==> config.mk <==
export PLATFORM = sky130hd
export DESIGN_NAME = dlc_clock_gen
export DESIGN_NICKNAME = d
export VERILOG_FILES = /design/src/dlc_pkg.sv /design/src/dlc_delay_line.sv /design/src/dlc_clock_gen.sv
export VERILOG_INCLUDE_DIRS = /design/src
export SDC_FILE = /design/constraint.sdc
export NUM_CORES = 1
export LEC_CHECK = 0
export BUFFER_PORTS_ARGS = -buffer_cell sky130_fd_sc_hd__buf_2
export CAP_MARGIN = 20
export CORE_MARGIN = 10
export CORE_UTILIZATION = 60
export CTS_BUF_LIST = sky130_fd_sc_hd__clkbuf_4 sky130_fd_sc_hd__clkbuf_8 sky130_fd_sc_hd__clkbuf_16
export CTS_CLUSTER_SIZE = 30
export DETAILED_ROUTE_END_ITERATION = 12
export PLACE_DENSITY = 0.86
export SYNTH_ARGS = -nofsm -noshare
export SYNTH_HDL_FRONTEND = slang
export SYNTH_SLANG_ARGS = --single-unit
==> constraint.sdc <==
create_clock -name clk -period 10.7 [get_ports clk]
set_input_delay 2.14 -clock clk [delete_from_list [all_inputs] [get_ports clk]]
set_output_delay 2.14 -clock clk [all_outputs]
set_load 0.005 [all_outputs]
==> src/dlc_defs.svh <==
// constants for the delay-locked clock generator
//
// Contract
// - the lock flag rises only after the loop has seen a long run of stable source periods.
// - with the startup-wait option set, configuration-complete stays low until lock; the option defaults off.
// - before lock the doubled output is a single-rate clock with a 25/75 duty cycle.
// - with duty correction on (default) the four phase outputs are 50/50, with it off they follow the source.
// - the divided output runs at the zero-phase rate divided by 1.5, 2, 2.5, 3, 4, 5, 8 or 16, default 2.
// - the lock flag stays high through a permitted source stop and after the restart.
// - outputs run on briefly after a stop and stay absent a few cycles after restart while the line fills.
// - a source phase shift shows at the outputs a few cycles later without touching control or lock.
// - reset drops the lock flag within four source cycles and returns the delay taps to zero.
// - after lock the doubled output runs at twice the source rate with 50/50 duty.
// - the 90, 180 and 270 degree outputs lag the zero-phase output by 25, 50 and 75 percent of a period.
`ifndef DLC_DEFS_SVH
`define DLC_DEFS_SVH

// ----------------------------------------------------------------
// timing
// ----------------------------------------------------------------
`define DLC_CLK_PERIOD_NS   20
`define DLC_DRIFT_NS        1
// longest tolerated drift, rounded down, never below one cycle
`define DLC_DRIFT_CYC       (((`DLC_DRIFT_NS) / (`DLC_CLK_PERIOD_NS)) < 1 ? 1 : ((`DLC_DRIFT_NS) / (`DLC_CLK_PERIOD_NS)))

// ----------------------------------------------------------------
// sizes and defaults
// ----------------------------------------------------------------
`define DLC_PERIOD_W        16
`define DLC_LOCK_CYCLES     3000
`define DLC_DELAY_TAPS      3
`define DLC_MIN_PERIOD      4

`endif

==> src/dlc_pkg.sv <==
// types shared by the delay-locked clock generator
`default_nettype none
package dlc_pkg;
   // divide ratio choices for the divided output
   typedef enum logic [2:0] {
      DLC_DIV_1P5,
      DLC_DIV_2,
      DLC_DIV_2P5,
      DLC_DIV_3,
      DLC_DIV_4,
      DLC_DIV_5,
      DLC_DIV_8,
      DLC_DIV_16
   } dlc_div_ratio_t;
endpackage : dlc_pkg
`default_nettype wire

==> src/dlc_delay_line.sv <==
// tap delay line carrying the sampled source clock
`timescale 1ns/1ps
`default_nettype none
`include "dlc_defs.svh"
module dlc_delay_line #(
   parameter int DEPTH = `DLC_DELAY_TAPS
) (
   input  wire logic clk,
   input  wire logic sys_rst,
   input  wire logic din,
   output logic      dout
);
   import dlc_pkg::*;

   logic [DEPTH-1:0] taps_r;
   logic [DEPTH-1:0] taps_nxt;
   logic [7:0]       fill_r;
   logic [7:0]       fill_nxt;

   // ----------------------------------------------------------------
   // shift path
   // ----------------------------------------------------------------
   // the last tap is the read register, so dout never sees a gate
   always_comb begin
      taps_nxt = {taps_r[DEPTH-2:0], din};
      fill_nxt = (fill_r < 8'(DEPTH)) ? fill_r + 8'h01 : fill_r;
   end

   always_ff @(posedge clk) begin
      if (sys_rst) begin
         taps_r <= '0;
         fill_r <= 8'h00;
      end else begin
         taps_r <= taps_nxt;
         fill_r <= fill_nxt;
      end
   end

   assign dout = taps_r[DEPTH-1];

   // a full line repeats its input exactly DEPTH cycles later
   line_delay_a: assert property (@(posedge clk) disable iff (sys_rst)
      (fill_r >= 8'(DEPTH)) |-> (dout == $past(din, DEPTH)))
      else $error("delay line output does not match delayed input");

endmodule : dlc_delay_line
`default_nettype wire

==> src/dlc_clock_gen.sv <==
// delay-locked clock generator: lock, phase, doubled and divided outputs
`timescale 1ns/1ps
`default_nettype none
`include "dlc_defs.svh"
module dlc_clock_gen #(
   parameter int W           = `DLC_PERIOD_W,
   parameter int LOCK_CYCLES = `DLC_LOCK_CYCLES,
   parameter int TAPS        = `DLC_DELAY_TAPS
) (
   input  wire logic                    clk,
   input  wire logic                    sys_rst,
   input  wire logic                    source_clock_in,
   input  wire logic                    duty_correct_en,
   input  wire logic                    startup_wait_en,
   input  wire dlc_pkg::dlc_div_ratio_t divide_ratio_setting,
   input  wire logic                    config_seq_done_in,
   output logic                         phase_zero_clock_out,
   output logic                         quarter_phase_clock_out,
   output logic                         half_phase_clock_out,
   output logic                         three_quarter_phase_clock_out,
   output logic                         doubled_clock_out,
   output logic                         divided_clock_out,
   output logic                         lock_out,
   output logic                         config_done_out
);
   import dlc_pkg::*;

   // quarter-period ticks in half an output period of the divider
   function automatic logic [5:0] div_half_ticks(input dlc_div_ratio_t r);
      logic [5:0] n;
      n = 6'h04;
      unique case (r)
         DLC_DIV_1P5: n = 6'h03;
         DLC_DIV_2:   n = 6'h04;
         DLC_DIV_2P5: n = 6'h05;
         DLC_DIV_3:   n = 6'h06;
         DLC_DIV_4:   n = 6'h08;
         DLC_DIV_5:   n = 6'h0a;
         DLC_DIV_8:   n = 6'h10;
         DLC_DIV_16:  n = 6'h20;
      endcase
      return n;
   endfunction : div_half_ticks

   // position of a counter seen from a phase offset, wrapped into one period
   function automatic logic [W-1:0] phase_pos(input logic [W-1:0] c,
                                              input logic [W-1:0] off,
                                              input logic [W-1:0] per);
      logic [W:0] s;
      s = {1'b0, c} + {1'b0, per} - {1'b0, off};
      return (c >= off) ? (c - off) : s[W-1:0];
   endfunction : phase_pos

   // ----------------------------------------------------------------
   // source period measurement and lock
   // ----------------------------------------------------------------
   logic         raw_prev_r, raw_prev_nxt;
   logic [W-1:0] meas_cnt_r, meas_cnt_nxt;
   logic [W-1:0] period_r,   period_nxt;
   logic [W-1:0] high_len_r, high_len_nxt;
   logic [W-1:0] stable_r,   stable_nxt;
   logic         lock_r,     lock_nxt;
   logic         done_r,     done_nxt;
   logic         raw_rise;
   logic         raw_fall;
   logic [W-1:0] diff;
   logic [W-1:0] meas_per;

   assign raw_rise = source_clock_in & ~raw_prev_r;
   assign raw_fall = ~source_clock_in & raw_prev_r;

   // a period within the drift allowance of the last one counts as stable
   always_comb begin
      raw_prev_nxt = source_clock_in;
      meas_cnt_nxt = meas_cnt_r;
      period_nxt   = period_r;
      high_len_nxt = high_len_r;
      stable_nxt   = stable_r;
      lock_nxt     = lock_r;
      diff         = '0;
      meas_per     = '0;
      if (raw_rise) begin
         meas_per     = meas_cnt_r + W'(1);
         meas_cnt_nxt = '0;
         diff = (meas_per >= period_r) ? meas_per - period_r : period_r - meas_per;
         // once locked the count and the period freeze, so a stop or a phase step can
         // neither drop lock nor stretch the first output period after a restart
         if (!lock_r) begin
            period_nxt = meas_per;
            if (diff <= W'(`DLC_DRIFT_CYC) && period_r != '0)
               stable_nxt = stable_r + W'(1);
            else
               stable_nxt = '0;
            if (stable_nxt >= W'(LOCK_CYCLES))
               lock_nxt = 1'b1;
         end
      end else if (meas_cnt_r != '1) begin
         meas_cnt_nxt = meas_cnt_r + W'(1);
      end
      if (raw_fall)
         high_len_nxt = meas_cnt_r + W'(1);
      done_nxt = config_seq_done_in & (~startup_wait_en | lock_r);
   end

   always_ff @(posedge clk) begin
      if (sys_rst) begin
         raw_prev_r <= 1'b0;
         meas_cnt_r <= '0;
         period_r   <= '0;
         high_len_r <= '0;
         stable_r   <= '0;
         lock_r     <= 1'b0;
         done_r     <= 1'b0;
      end else begin
         raw_prev_r <= raw_prev_nxt;
         meas_cnt_r <= meas_cnt_nxt;
         period_r   <= period_nxt;
         high_len_r <= high_len_nxt;
         stable_r   <= stable_nxt;
         lock_r     <= lock_nxt;
         done_r     <= done_nxt;
      end
   end

   assign lock_out        = lock_r;
   assign config_done_out = done_r;

   // ----------------------------------------------------------------
   // delay line and output phase generation
   // ----------------------------------------------------------------
   logic         dly_src;
   logic         dly_prev_r, dly_prev_nxt;
   logic         run_r,      run_nxt;
   logic [W-1:0] ph_cnt_r,   ph_cnt_nxt;
   logic [3:0]   phase_r,    phase_nxt;
   logic         dbl_r,      dbl_nxt;
   logic         div_r,      div_nxt;
   logic [5:0]   div_cnt_r,  div_cnt_nxt;
   logic [W-1:0] q_len, h_len, hi_len;
   logic [W-1:0] offs [4];
   logic         tick;
   logic         dly_rise;

   dlc_delay_line #(
      .DEPTH (TAPS)
   ) u_line (
      .clk     (clk),
      .sys_rst (sys_rst),
      .din     (source_clock_in),
      .dout    (dly_src)
   );

   assign dly_rise = dly_src & ~dly_prev_r;
   assign q_len    = period_r >> 2;
   assign h_len    = period_r >> 1;

   // the phase counter restarts on each delayed rising edge, so a source phase
   // step is followed without touching the lock state
   always_comb begin
      dly_prev_nxt = dly_src;
      hi_len       = duty_correct_en ? h_len : high_len_r;
      offs[0]      = '0;
      offs[1]      = q_len;
      offs[2]      = h_len;
      offs[3]      = h_len + q_len;
      run_nxt      = 1'b0;
      ph_cnt_nxt   = '0;
      if (dly_rise) begin
         run_nxt    = (period_r >= W'(`DLC_MIN_PERIOD));
         ph_cnt_nxt = '0;
      end else if (run_r && ph_cnt_r < period_r - W'(1)) begin
         run_nxt    = 1'b1;
         ph_cnt_nxt = ph_cnt_r + W'(1);
      end
      for (int k = 0; k < 4; k++)
         phase_nxt[k] = run_nxt && (phase_pos(ph_cnt_nxt, offs[k], period_r) < hi_len);
      if (lock_r)
         dbl_nxt = run_nxt && (ph_cnt_nxt < q_len ||
                               (ph_cnt_nxt >= h_len && ph_cnt_nxt < offs[3]));
      else
         dbl_nxt = run_nxt && (ph_cnt_nxt < q_len);
      tick = run_nxt && (ph_cnt_nxt == offs[0] || ph_cnt_nxt == offs[1] ||
                         ph_cnt_nxt == offs[2] || ph_cnt_nxt == offs[3]);
      div_nxt     = div_r;
      div_cnt_nxt = div_cnt_r;
      // count quarter periods; a ratio change mid-count cannot stick past the limit
      if (tick) begin
         if (div_cnt_r >= div_half_ticks(divide_ratio_setting) - 6'h01) begin
            div_cnt_nxt = 6'h00;
            div_nxt     = ~div_r;
         end else begin
            div_cnt_nxt = div_cnt_r + 6'h01;
         end
      end
   end

   always_ff @(posedge clk) begin
      if (sys_rst) begin
         dly_prev_r <= 1'b0;
         run_r      <= 1'b0;
         ph_cnt_r   <= '0;
         phase_r    <= 4'h0;
         dbl_r      <= 1'b0;
         div_r      <= 1'b0;
         div_cnt_r  <= 6'h00;
      end else begin
         dly_prev_r <= dly_prev_nxt;
         run_r      <= run_nxt;
         ph_cnt_r   <= ph_cnt_nxt;
         phase_r    <= phase_nxt;
         dbl_r      <= dbl_nxt;
         div_r      <= div_nxt;
         div_cnt_r  <= div_cnt_nxt;
      end
   end

   // outputs are valid only once lock_out is high; consumers gate on it
   assign phase_zero_clock_out          = phase_r[0];
   assign quarter_phase_clock_out       = phase_r[1];
   assign half_phase_clock_out          = phase_r[2];
   assign three_quarter_phase_clock_out = phase_r[3];
   assign doubled_clock_out             = dbl_r;
   assign divided_clock_out             = div_r;

   // ----------------------------------------------------------------
   // checks
   // ----------------------------------------------------------------
   lock_clear_a: assert property (@(posedge clk) sys_rst |=> !lock_out)
      else $error("lock still high after reset");

   lock_hold_a: assert property (@(posedge clk) disable iff (sys_rst)
      lock_r |=> lock_r)
      else $error("lock dropped without reset");

   lock_count_a: assert property (@(posedge clk) disable iff (sys_rst)
      $rose(lock_r) |-> (stable_r >= W'(LOCK_CYCLES)))
      else $error("lock rose before the stable count was reached");

   done_wait_a: assert property (@(posedge clk) disable iff (sys_rst)
      (startup_wait_en && !lock_r) |=> !config_done_out)
      else $error("configuration done before lock with startup wait set");

   single_rate_a: assert property (@(posedge clk) disable iff (sys_rst)
      (!lock_r && ph_cnt_nxt >= q_len) |=> !doubled_clock_out)
      else $error("doubled output high past the first quarter before lock");

   zero_phase_a: assert property (@(posedge clk) disable iff (sys_rst)
      (duty_correct_en && run_nxt && ph_cnt_nxt < h_len) |=> phase_zero_clock_out)
      else $error("zero-phase output low in first half with duty correction");

   quarter_lag_a: assert property (@(posedge clk) disable iff (sys_rst)
      (duty_correct_en && run_nxt && ph_cnt_nxt >= q_len && ph_cnt_nxt < offs[3])
      |=> quarter_phase_clock_out)
      else $error("quarter-phase output not high in its lagged half period");

   div_toggle_a: assert property (@(posedge clk) disable iff (sys_rst)
      (tick && div_cnt_r >= div_half_ticks(divide_ratio_setting) - 6'h01)
      |=> (divided_clock_out != $past(divided_clock_out)))
      else $error("divided output missed its toggle");

endmodule : dlc_clock_gen
`default_nettype wire

==> results of run 1 <==
==> final cells by class <==
cell class | instances | area, um^2 | area share, %
clock buffers | 9 | 225.2 | 1.523
clock inverters | 7 | 91.34 | 0.6178
inverters | 94 | 357.8 | 2.420
multi-input cells | 1575 | 11590 | 78.41
flip-flops and latches | 99 | 1982 | 13.41
well taps | 319 | 399.1 | 2.700
repair buffers | 24 | 136.4 | 0.9225
==> flip-flops by register name (all words and copies together) (netlist names) <==
name	cells
divided_clock_out	1
u_line.taps_r	3
div_cnt_r	6
meas_cnt_r	16
period_r	16
dly_prev_r	1
high_len_r	16
stable_r	16
lock_out	1
config_done_out	1
phase_r	4
run_r	1
ph_cnt_r	16
doubled_clock_out	1
==> metal layers <==
metal / up-vias / track usage [%] / share of wire, %
met3: 117 / 2.832 / 6.6
met4: 0 / 13.89 / 5.2
li1: 6571 / - / -
met5: - / 0 / 0
met1: 6472 / 34.41 / 42
met2: 554 / 46.23 / 46
==> power by group through the flow <==
stage / Combinational [mW] / Sequential [mW] / Clock [mW]
after global routing: 0.979 / 0.393 / 0.366
after floorplan: 0.656 / 0.396 / 0
after detailed placement: 0.860 / 0.400 / 0
after CTS: 0.868 / 0.391 / 0.356
after global placement: 0.841 / 0.400 / 0
final: 0.887 / 0.392 / 0.356
==> worst paths after layout <==
kind                                         end  slack, ps  cells after the start
worst max-delay path                  phase_r[3]       1220                     38
worst min-delay path            u_line.taps_r[2]        470                      1
worst max register to register        phase_r[3]       1220                     38
worst min register to register  u_line.taps_r[2]        470                      1
==> Yosys cell counts (all sizes together), types with 13 or more instances <==
master / instances
xor2: 59
a21oi: 154
nand3: 48
dfxtp: 99
nor2: 159
o21bai: 13
ha: 260
and3: 23
inv: 94
buf: 19
nor2b: 32
nor3: 43
clkbuf: 35
or2: 13
nand2b: 40
a211oi: 44
o21ai: 132
nand4: 36
xnor2: 102
o21a: 18
a31oi: 25
a21o: 55
nand2: 124
mux2i: 36
==> worst reg2reg max path, delay by kind of cell (launching register included) <==
| family | cells | cell delay [ps] |
|---|---|---|
| multiplexers | 1 | 190 |
| flip-flops | 1 | 620 |
| AO/OA/AOI/OAI | 17 | 4130 |
| AND/OR/NAND/NOR | 10 | 1620 |
| XOR/XNOR | 3 | 450 |
| buffers and inverters | 2 | 660 |
| adder cells (fa/ha/maj) | 5 | 1750 |
==> kinds of logic after synthesis <==
group	count (synthesis)	synth area share, %
adder cells (fa/ha/maj)	274	24.64
flip-flops	99	13.98
AO/OA/AOI/OAI	519	23.49
buffers and inverters	148	4.351
multiplexers	42	3.018
XOR/XNOR	161	9.999
AND/OR/NAND/NOR	579	20.52
==> results.ini, run 1 <==
[die]
boundaryPins = 17
core_um2 = 23330
die_y_um = 173.7
rows = 56
dieArea_um2 = 30180
start_util_pct = 60.76
fp.dieW_um = 173.7

[placement]
dpl-instance-area_um2 = 14470
dp_slack_ps = 1397
io_buffers = 16
place_inst = 2111
dp_hpwl_um = 34540
gp_congestion = 1.049

[cts]
cts_resized = 0
cts_sinks = 99
cts_tree = done
post_cts_buffers = 0
numCtsBuffers = 9
cts-root-buf = clkbuf_16
worstSkewPairLatency_ps = 370
clkTransAtPathRegs_ps = 90
clock_path_buffers = 2
h-tree-depth = 3
cts_hold_buffers = 0

[worst_setup_path]
crit_type = reg -> reg
critPathArrivalTime_ps = 9800
cp_top_family = compound AO/OA/AOI/OAI gates
worst_setup_path_end_kind = flip-flop
path_common_cell = ha_1
cp.required_ps = 11020
crit_path_start_kind = flip-flop
path_buf_inv = 2
reg2reg_from = period_r[3]
slowest_stage = dfxtp_1
critPathLaunch = period_r[3]
crit_fanout = 30
max_stage_delay_ps = 620

[min_path]
min_path_type = reg -> reg
min-delay-start = u_line.taps_r[1]

[timing]
fmax_mhz = 105.5
post-route-min-period_ps = 9479
min_period_over_period_pct = 88.59
tightest_slew_ps = 1042
setup_tns_ps = 0
setup_viol = 0
finalClockSkew_ps = 17.84
setup_ws_ps = 1221
report.final.slew_viol_count = 0
relSlewSlack_pct = 30.38
rsz0062_at_grt = false
finalHoldViolations = 0
timing.hold.ws_ps = 472.0

[synthesis]
synth.top_cell.area_share_pct = 22.95
yosysWarnings = 0
synth_ff_type = dfxtp_1
synth.avg_cell_area_um2 = 7.781
ys_ff_latch = 99
synthTopCellsByArea = ha_1 23%, dfxtp_1 14%, xnor2_1 6.2%
synth_nets = 2101
synth_top_cell_by_area = ha_1
ys_seq_area_share_pct = 13.98
syn_inst = 1822
async_reset_ff_share_pct = 0
synth_enable_flop_cells = 0
syn_area_um2 = 14180
ys_types = 88

[routing]
dr.pass1.iters = 6
drt_iter0_markers = 1217
wl_um = 43160
drc_errors = 0
antenna_left = 0
wl_per_cell_um = 20.29
num_vias = 13710
vias_per_cell = 6.448

[finish]
fin_cells = 2127
final_cell_mix = 260 x ha_1, 158 x nor2_1, 152 x a21oi_1
final_common_cell = ha_1
postLayoutCellArea_um2 = 14780
utilization_pct = 63.36
fin_nets = 2082
fillerInstances = 2056
n_antenna_cell = 0
area.growth.synth_to_final_pct = 4.280
drive_above_1_share_pct = 4.978

[power_and_ir_drop]
seq_power_share_pct = 24.0
p_leak_nw = 6.651
pwr-share-comb_pct = 54.2
internal-power_uw = 912.8
p_per_area_nw_per_um2 = 110.6
max-vdd-ir-drop_v = 0.00007729
p_switching_uw = 722.2
total_power_mw = 1.635
switching_share_pct = 44.17
power_frac_clock_pct = 21.8

[global_routing]
antenna_found_initial = 0
grt_pass1_wl_um = 68570
grt_max_degree = 74
grt_overflow = 0
grt_pass1_vias = 13260
grt_usage_pct = 27.56

[run_status]
status = finished clean

[job]
cap_viol_max_count = 0

Note: power is estimated with default switching activity, not from simulation.
==> inputs of run 2 (changes only) <==
--- a/config.mk
+++ b/config.mk
@@ -6,6 +6,7 @@
 export SDC_FILE = /design/constraint.sdc
 export NUM_CORES = 1
 export LEC_CHECK = 0
+export ABC_AREA = 1
 export BUFFER_PORTS_ARGS = -buffer_cell sky130_fd_sc_hd__buf_2
 export CAP_MARGIN = 20
 export CORE_MARGIN = 10
@@ -13,7 +14,7 @@
 export CTS_BUF_LIST = sky130_fd_sc_hd__clkbuf_4 sky130_fd_sc_hd__clkbuf_8 sky130_fd_sc_hd__clkbuf_16
 export CTS_CLUSTER_SIZE = 30
 export DETAILED_ROUTE_END_ITERATION = 12
-export PLACE_DENSITY = 0.86
+export PLACE_DENSITY = 0.76
 export SYNTH_ARGS = -nofsm -noshare
 export SYNTH_HDL_FRONTEND = slang
 export SYNTH_SLANG_ARGS = --single-unit
==> results.ini, run 2 <==
[run_status]
status = finished clean

[cts]
clkTransAtPathRegs_ps = 90  ; about the same
post_cts_buffers = 0  ; unchanged
h-tree-depth = 3  ; unchanged
worstSkewPairLatency_ps = 380  ; about the same
cts_sinks = 99  ; unchanged
numCtsBuffers = 9  ; unchanged
cts-root-buf = clkbuf_16
clock_path_buffers = 2  ; unchanged
cts_tree = done
cts_resized = 0  ; unchanged
cts_hold_buffers = 0  ; unchanged

[global_routing]
grt_max_degree = 42  ; -43%
grt_pass1_vias = 13670  ; +3.1%
grt_pass1_wl_um = 70190  ; +2.4%
grt_overflow = 0  ; unchanged
grt_usage_pct = 28.66  ; +1.1 points
antenna_found_initial = 0  ; unchanged

[finish]
seq_area_um2 = 1982  ; unchanged
fillerInstances = 2249  ; +9.4%
multi_input_area_um2 = 10980  ; -5.3%
fin_nets = 2413  ; +16%
utilization_pct = 63.82  ; +0.46 points
fin_cells = 2458  ; +16%
area.growth.synth_to_final_pct = 5.015
final_cell_mix = 403 x nand2_1, 284 x inv_1, 260 x ha_1
final_common_cell = nand2_1
n_antenna_cell = 0  ; unchanged
drive_above_1_share_pct = 4.675  ; -0.30 points

[worst_setup_path]
critPathArrivalTime_ps = 9430  ; -370 ps
path_buf_inv = 9  ; +7
crit_path_start_kind = flip-flop
slowest_stage = fa_1
worst_setup_path_end_kind = flip-flop
crit_fanout = 13  ; -57%
path_common_cell = nand2_1
crit_type = reg -> reg
cp_top_family = simple AND/OR/NAND/NOR gates
cp.required_ps = 11020  ; about the same
max_stage_delay_ps = 770  ; +150 ps

[timing]
min_period_over_period_pct = 85.19  ; -3.4 points
rsz0062_at_grt = false
setup_viol = 0  ; unchanged
finalHoldViolations = 0  ; unchanged
setup_tns_ps = 0  ; unchanged
relSlewSlack_pct = 21.57  ; -8.8 points
tightest_slew_ps = 1164  ; +122.4 ps
report.final.slew_viol_count = 0  ; unchanged
post-route-min-period_ps = 9116  ; -363.2 ps
finalClockSkew_ps = 16.91  ; -0.9274 ps
fmax_mhz = 109.7  ; +4.0%

[synthesis]
synth_commonest_cells = 403 x nand2_1, 284 x inv_1, 260 x ha_1
synth_enable_flop_cells = 0  ; unchanged
async_reset_ff_share_pct = 0  ; unchanged
synth_nets = 2409  ; +15%
ys_seq_area_share_pct = 13.94  ; -0.044 points
ys_types = 63  ; -28%
yosysMostFrequentCell = nand2_1
synth_ff_type = dfxtp_1
synthTopCellsByArea = ha_1 23%, dfxtp_1 14%, nand2_1 11%
ys_ff_latch = 99  ; unchanged
synth.avg_cell_area_um2 = 6.677  ; -14%
yosysWarnings = 0  ; unchanged
syn_area_um2 = 14220  ; +0.32%
synth.top_cell.area_share_pct = 22.87  ; -0.073 points
synth_top_cell_by_area = ha_1
syn_inst = 2130  ; +17%

[routing]
vias_per_cell = 5.862  ; -9.1%
dr.pass1.iters = 8  ; +2
wl_um = 45010  ; +4.3%
num_vias = 14410  ; +5.1%
drt_iter0_markers = 1233  ; +1.3%
antenna_left = 0  ; unchanged
drc_errors = 0  ; unchanged
wl_per_cell_um = 18.31  ; -9.8%

[die]
rows = 56  ; unchanged
dieArea_um2 = 30260  ; +0.28%
boundaryPins = 17  ; unchanged
core_um2 = 23400  ; +0.30%
fp.dieW_um = 174.0  ; +0.14%
start_util_pct = 60.77  ; about the same
die_y_um = 174.0  ; +0.14%

[power_and_ir_drop]
power_frac_clock_pct = 21.3  ; -0.5 points
max-vdd-ir-drop_v = 0.00006849  ; -11%
p_switching_uw = 781.4  ; +8.2%
p_leak_nw = 7.803  ; +17%
internal-power_uw = 887.1  ; -2.8%
pwr-share-comb_pct = 54.9  ; +0.7 points
p_per_area_nw_per_um2 = 111.7  ; +1.0%
seq_power_share_pct = 23.8  ; -0.2 points
switching_share_pct = 46.83  ; +2.7 points

[placement]
io_buffers = 16  ; unchanged
place_inst = 2439  ; +16%
gp_congestion = 0.9946  ; -5.2%
dp_hpwl_um = 36520  ; +5.7%

[min_path]
min_path_type = reg -> reg

[job]
cap_viol_max_count = 0  ; unchanged

## run 2: cell count changes in the layout (fill, tap and decap cells not counted), sizes merged, moves of 39 or more
cell    previous run  this run
inv               97       295
nand2b            40         0
a21oi            154       238
xnor2            102        45
xor2              59        98
nand3             48       102
nand2            124       415
## run 2: power by group through the flow
stage                     Combinational, mW  Sequential (mW)  Clock (mW)
after floorplan                       0.680            0.398           0
after global placement                0.882            0.404           0
after detailed placement              0.894            0.404           0
after CTS                             0.901            0.396       0.355
after global routing                   1.04            0.398       0.369
final                                 0.917            0.397       0.355
## run 2: logic make-up (layout without fill, tap and decap cells)
family                   count (synthesis)  after routing  share of synthesized area [%]
adder cells (fa/ha/maj)                270            270                          24.28
XOR/XNOR                               143            143                          8.806
multiplexers                             9              9                         0.6334
buffers and inverters                  326            335                          8.894
flip-flops                              99             99                          13.94
AO/OA/AOI/OAI                          508            508                          20.06
AND/OR/NAND/NOR                        775            775                          23.39
## run 2: through the flow
| step | cell area, um^2 | hold slack (ps) | power (mW) | setup slack, ps |
|---|---|---|---|---|
| floorplan | 14220 | 388.3 | 1.079 | 3559 |
| global placement | 14590 | 392.1 | 1.286 | 1997 |
| detailed placement | 14590 | 408.9 | 1.299 | 1777 |
| CTS | 14910 | 423.6 | 1.652 | 1705 |
| global route | 14940 | 425.9 | 1.807 | 668.7 |
| finish | 14940 | 414.3 | 1.668 | 1584 |
## run 2: worst paths after layout
check	startpoint	depth (start not counted)	to	slack (ps)
setup / recovery	period_r[2]	44	phase_r[1]	1580
hold / removal	u_line.taps_r[1]	2	u_line.taps_r[2]	410
setup reg to reg	period_r[2]	44	phase_r[1]	1580
hold reg to reg	u_line.taps_r[1]	2	u_line.taps_r[2]	410
## run 2: cell type report
class,count,share of cell area [%]
Tap cell,319,2.672
Clock buffer,9,1.508
Multi-Input combinational cell,1705,73.52
Sequential cell,99,13.27
Inverter,294,7.414
Clock inverter,7,0.5780
Timing Repair Buffer,25,1.039
## run 2: worst reg2reg max path, delay by kind of cell, from the launching register on
kind / cells / cell delay [ps]
AO/OA/AOI/OAI: 10 / 1800
adder cells (fa/ha/maj): 5 / 2150
XOR/XNOR: 2 / 300
AND/OR/NAND/NOR: 18 / 2510
flip-flops: 1 / 710
buffers and inverters: 9 / 1620
## run 2: metal layers
layer / global-route usage [%] / vias up / part of all wire (%)
li1: - / 7183 / -
met1: 35.03 / 6620 / 42
met2: 48.87 / 502 / 47
met3: 3.207 / 105 / 6.2
met4: 14.39 / 0 / 4.8
met5: 0 / - / 0
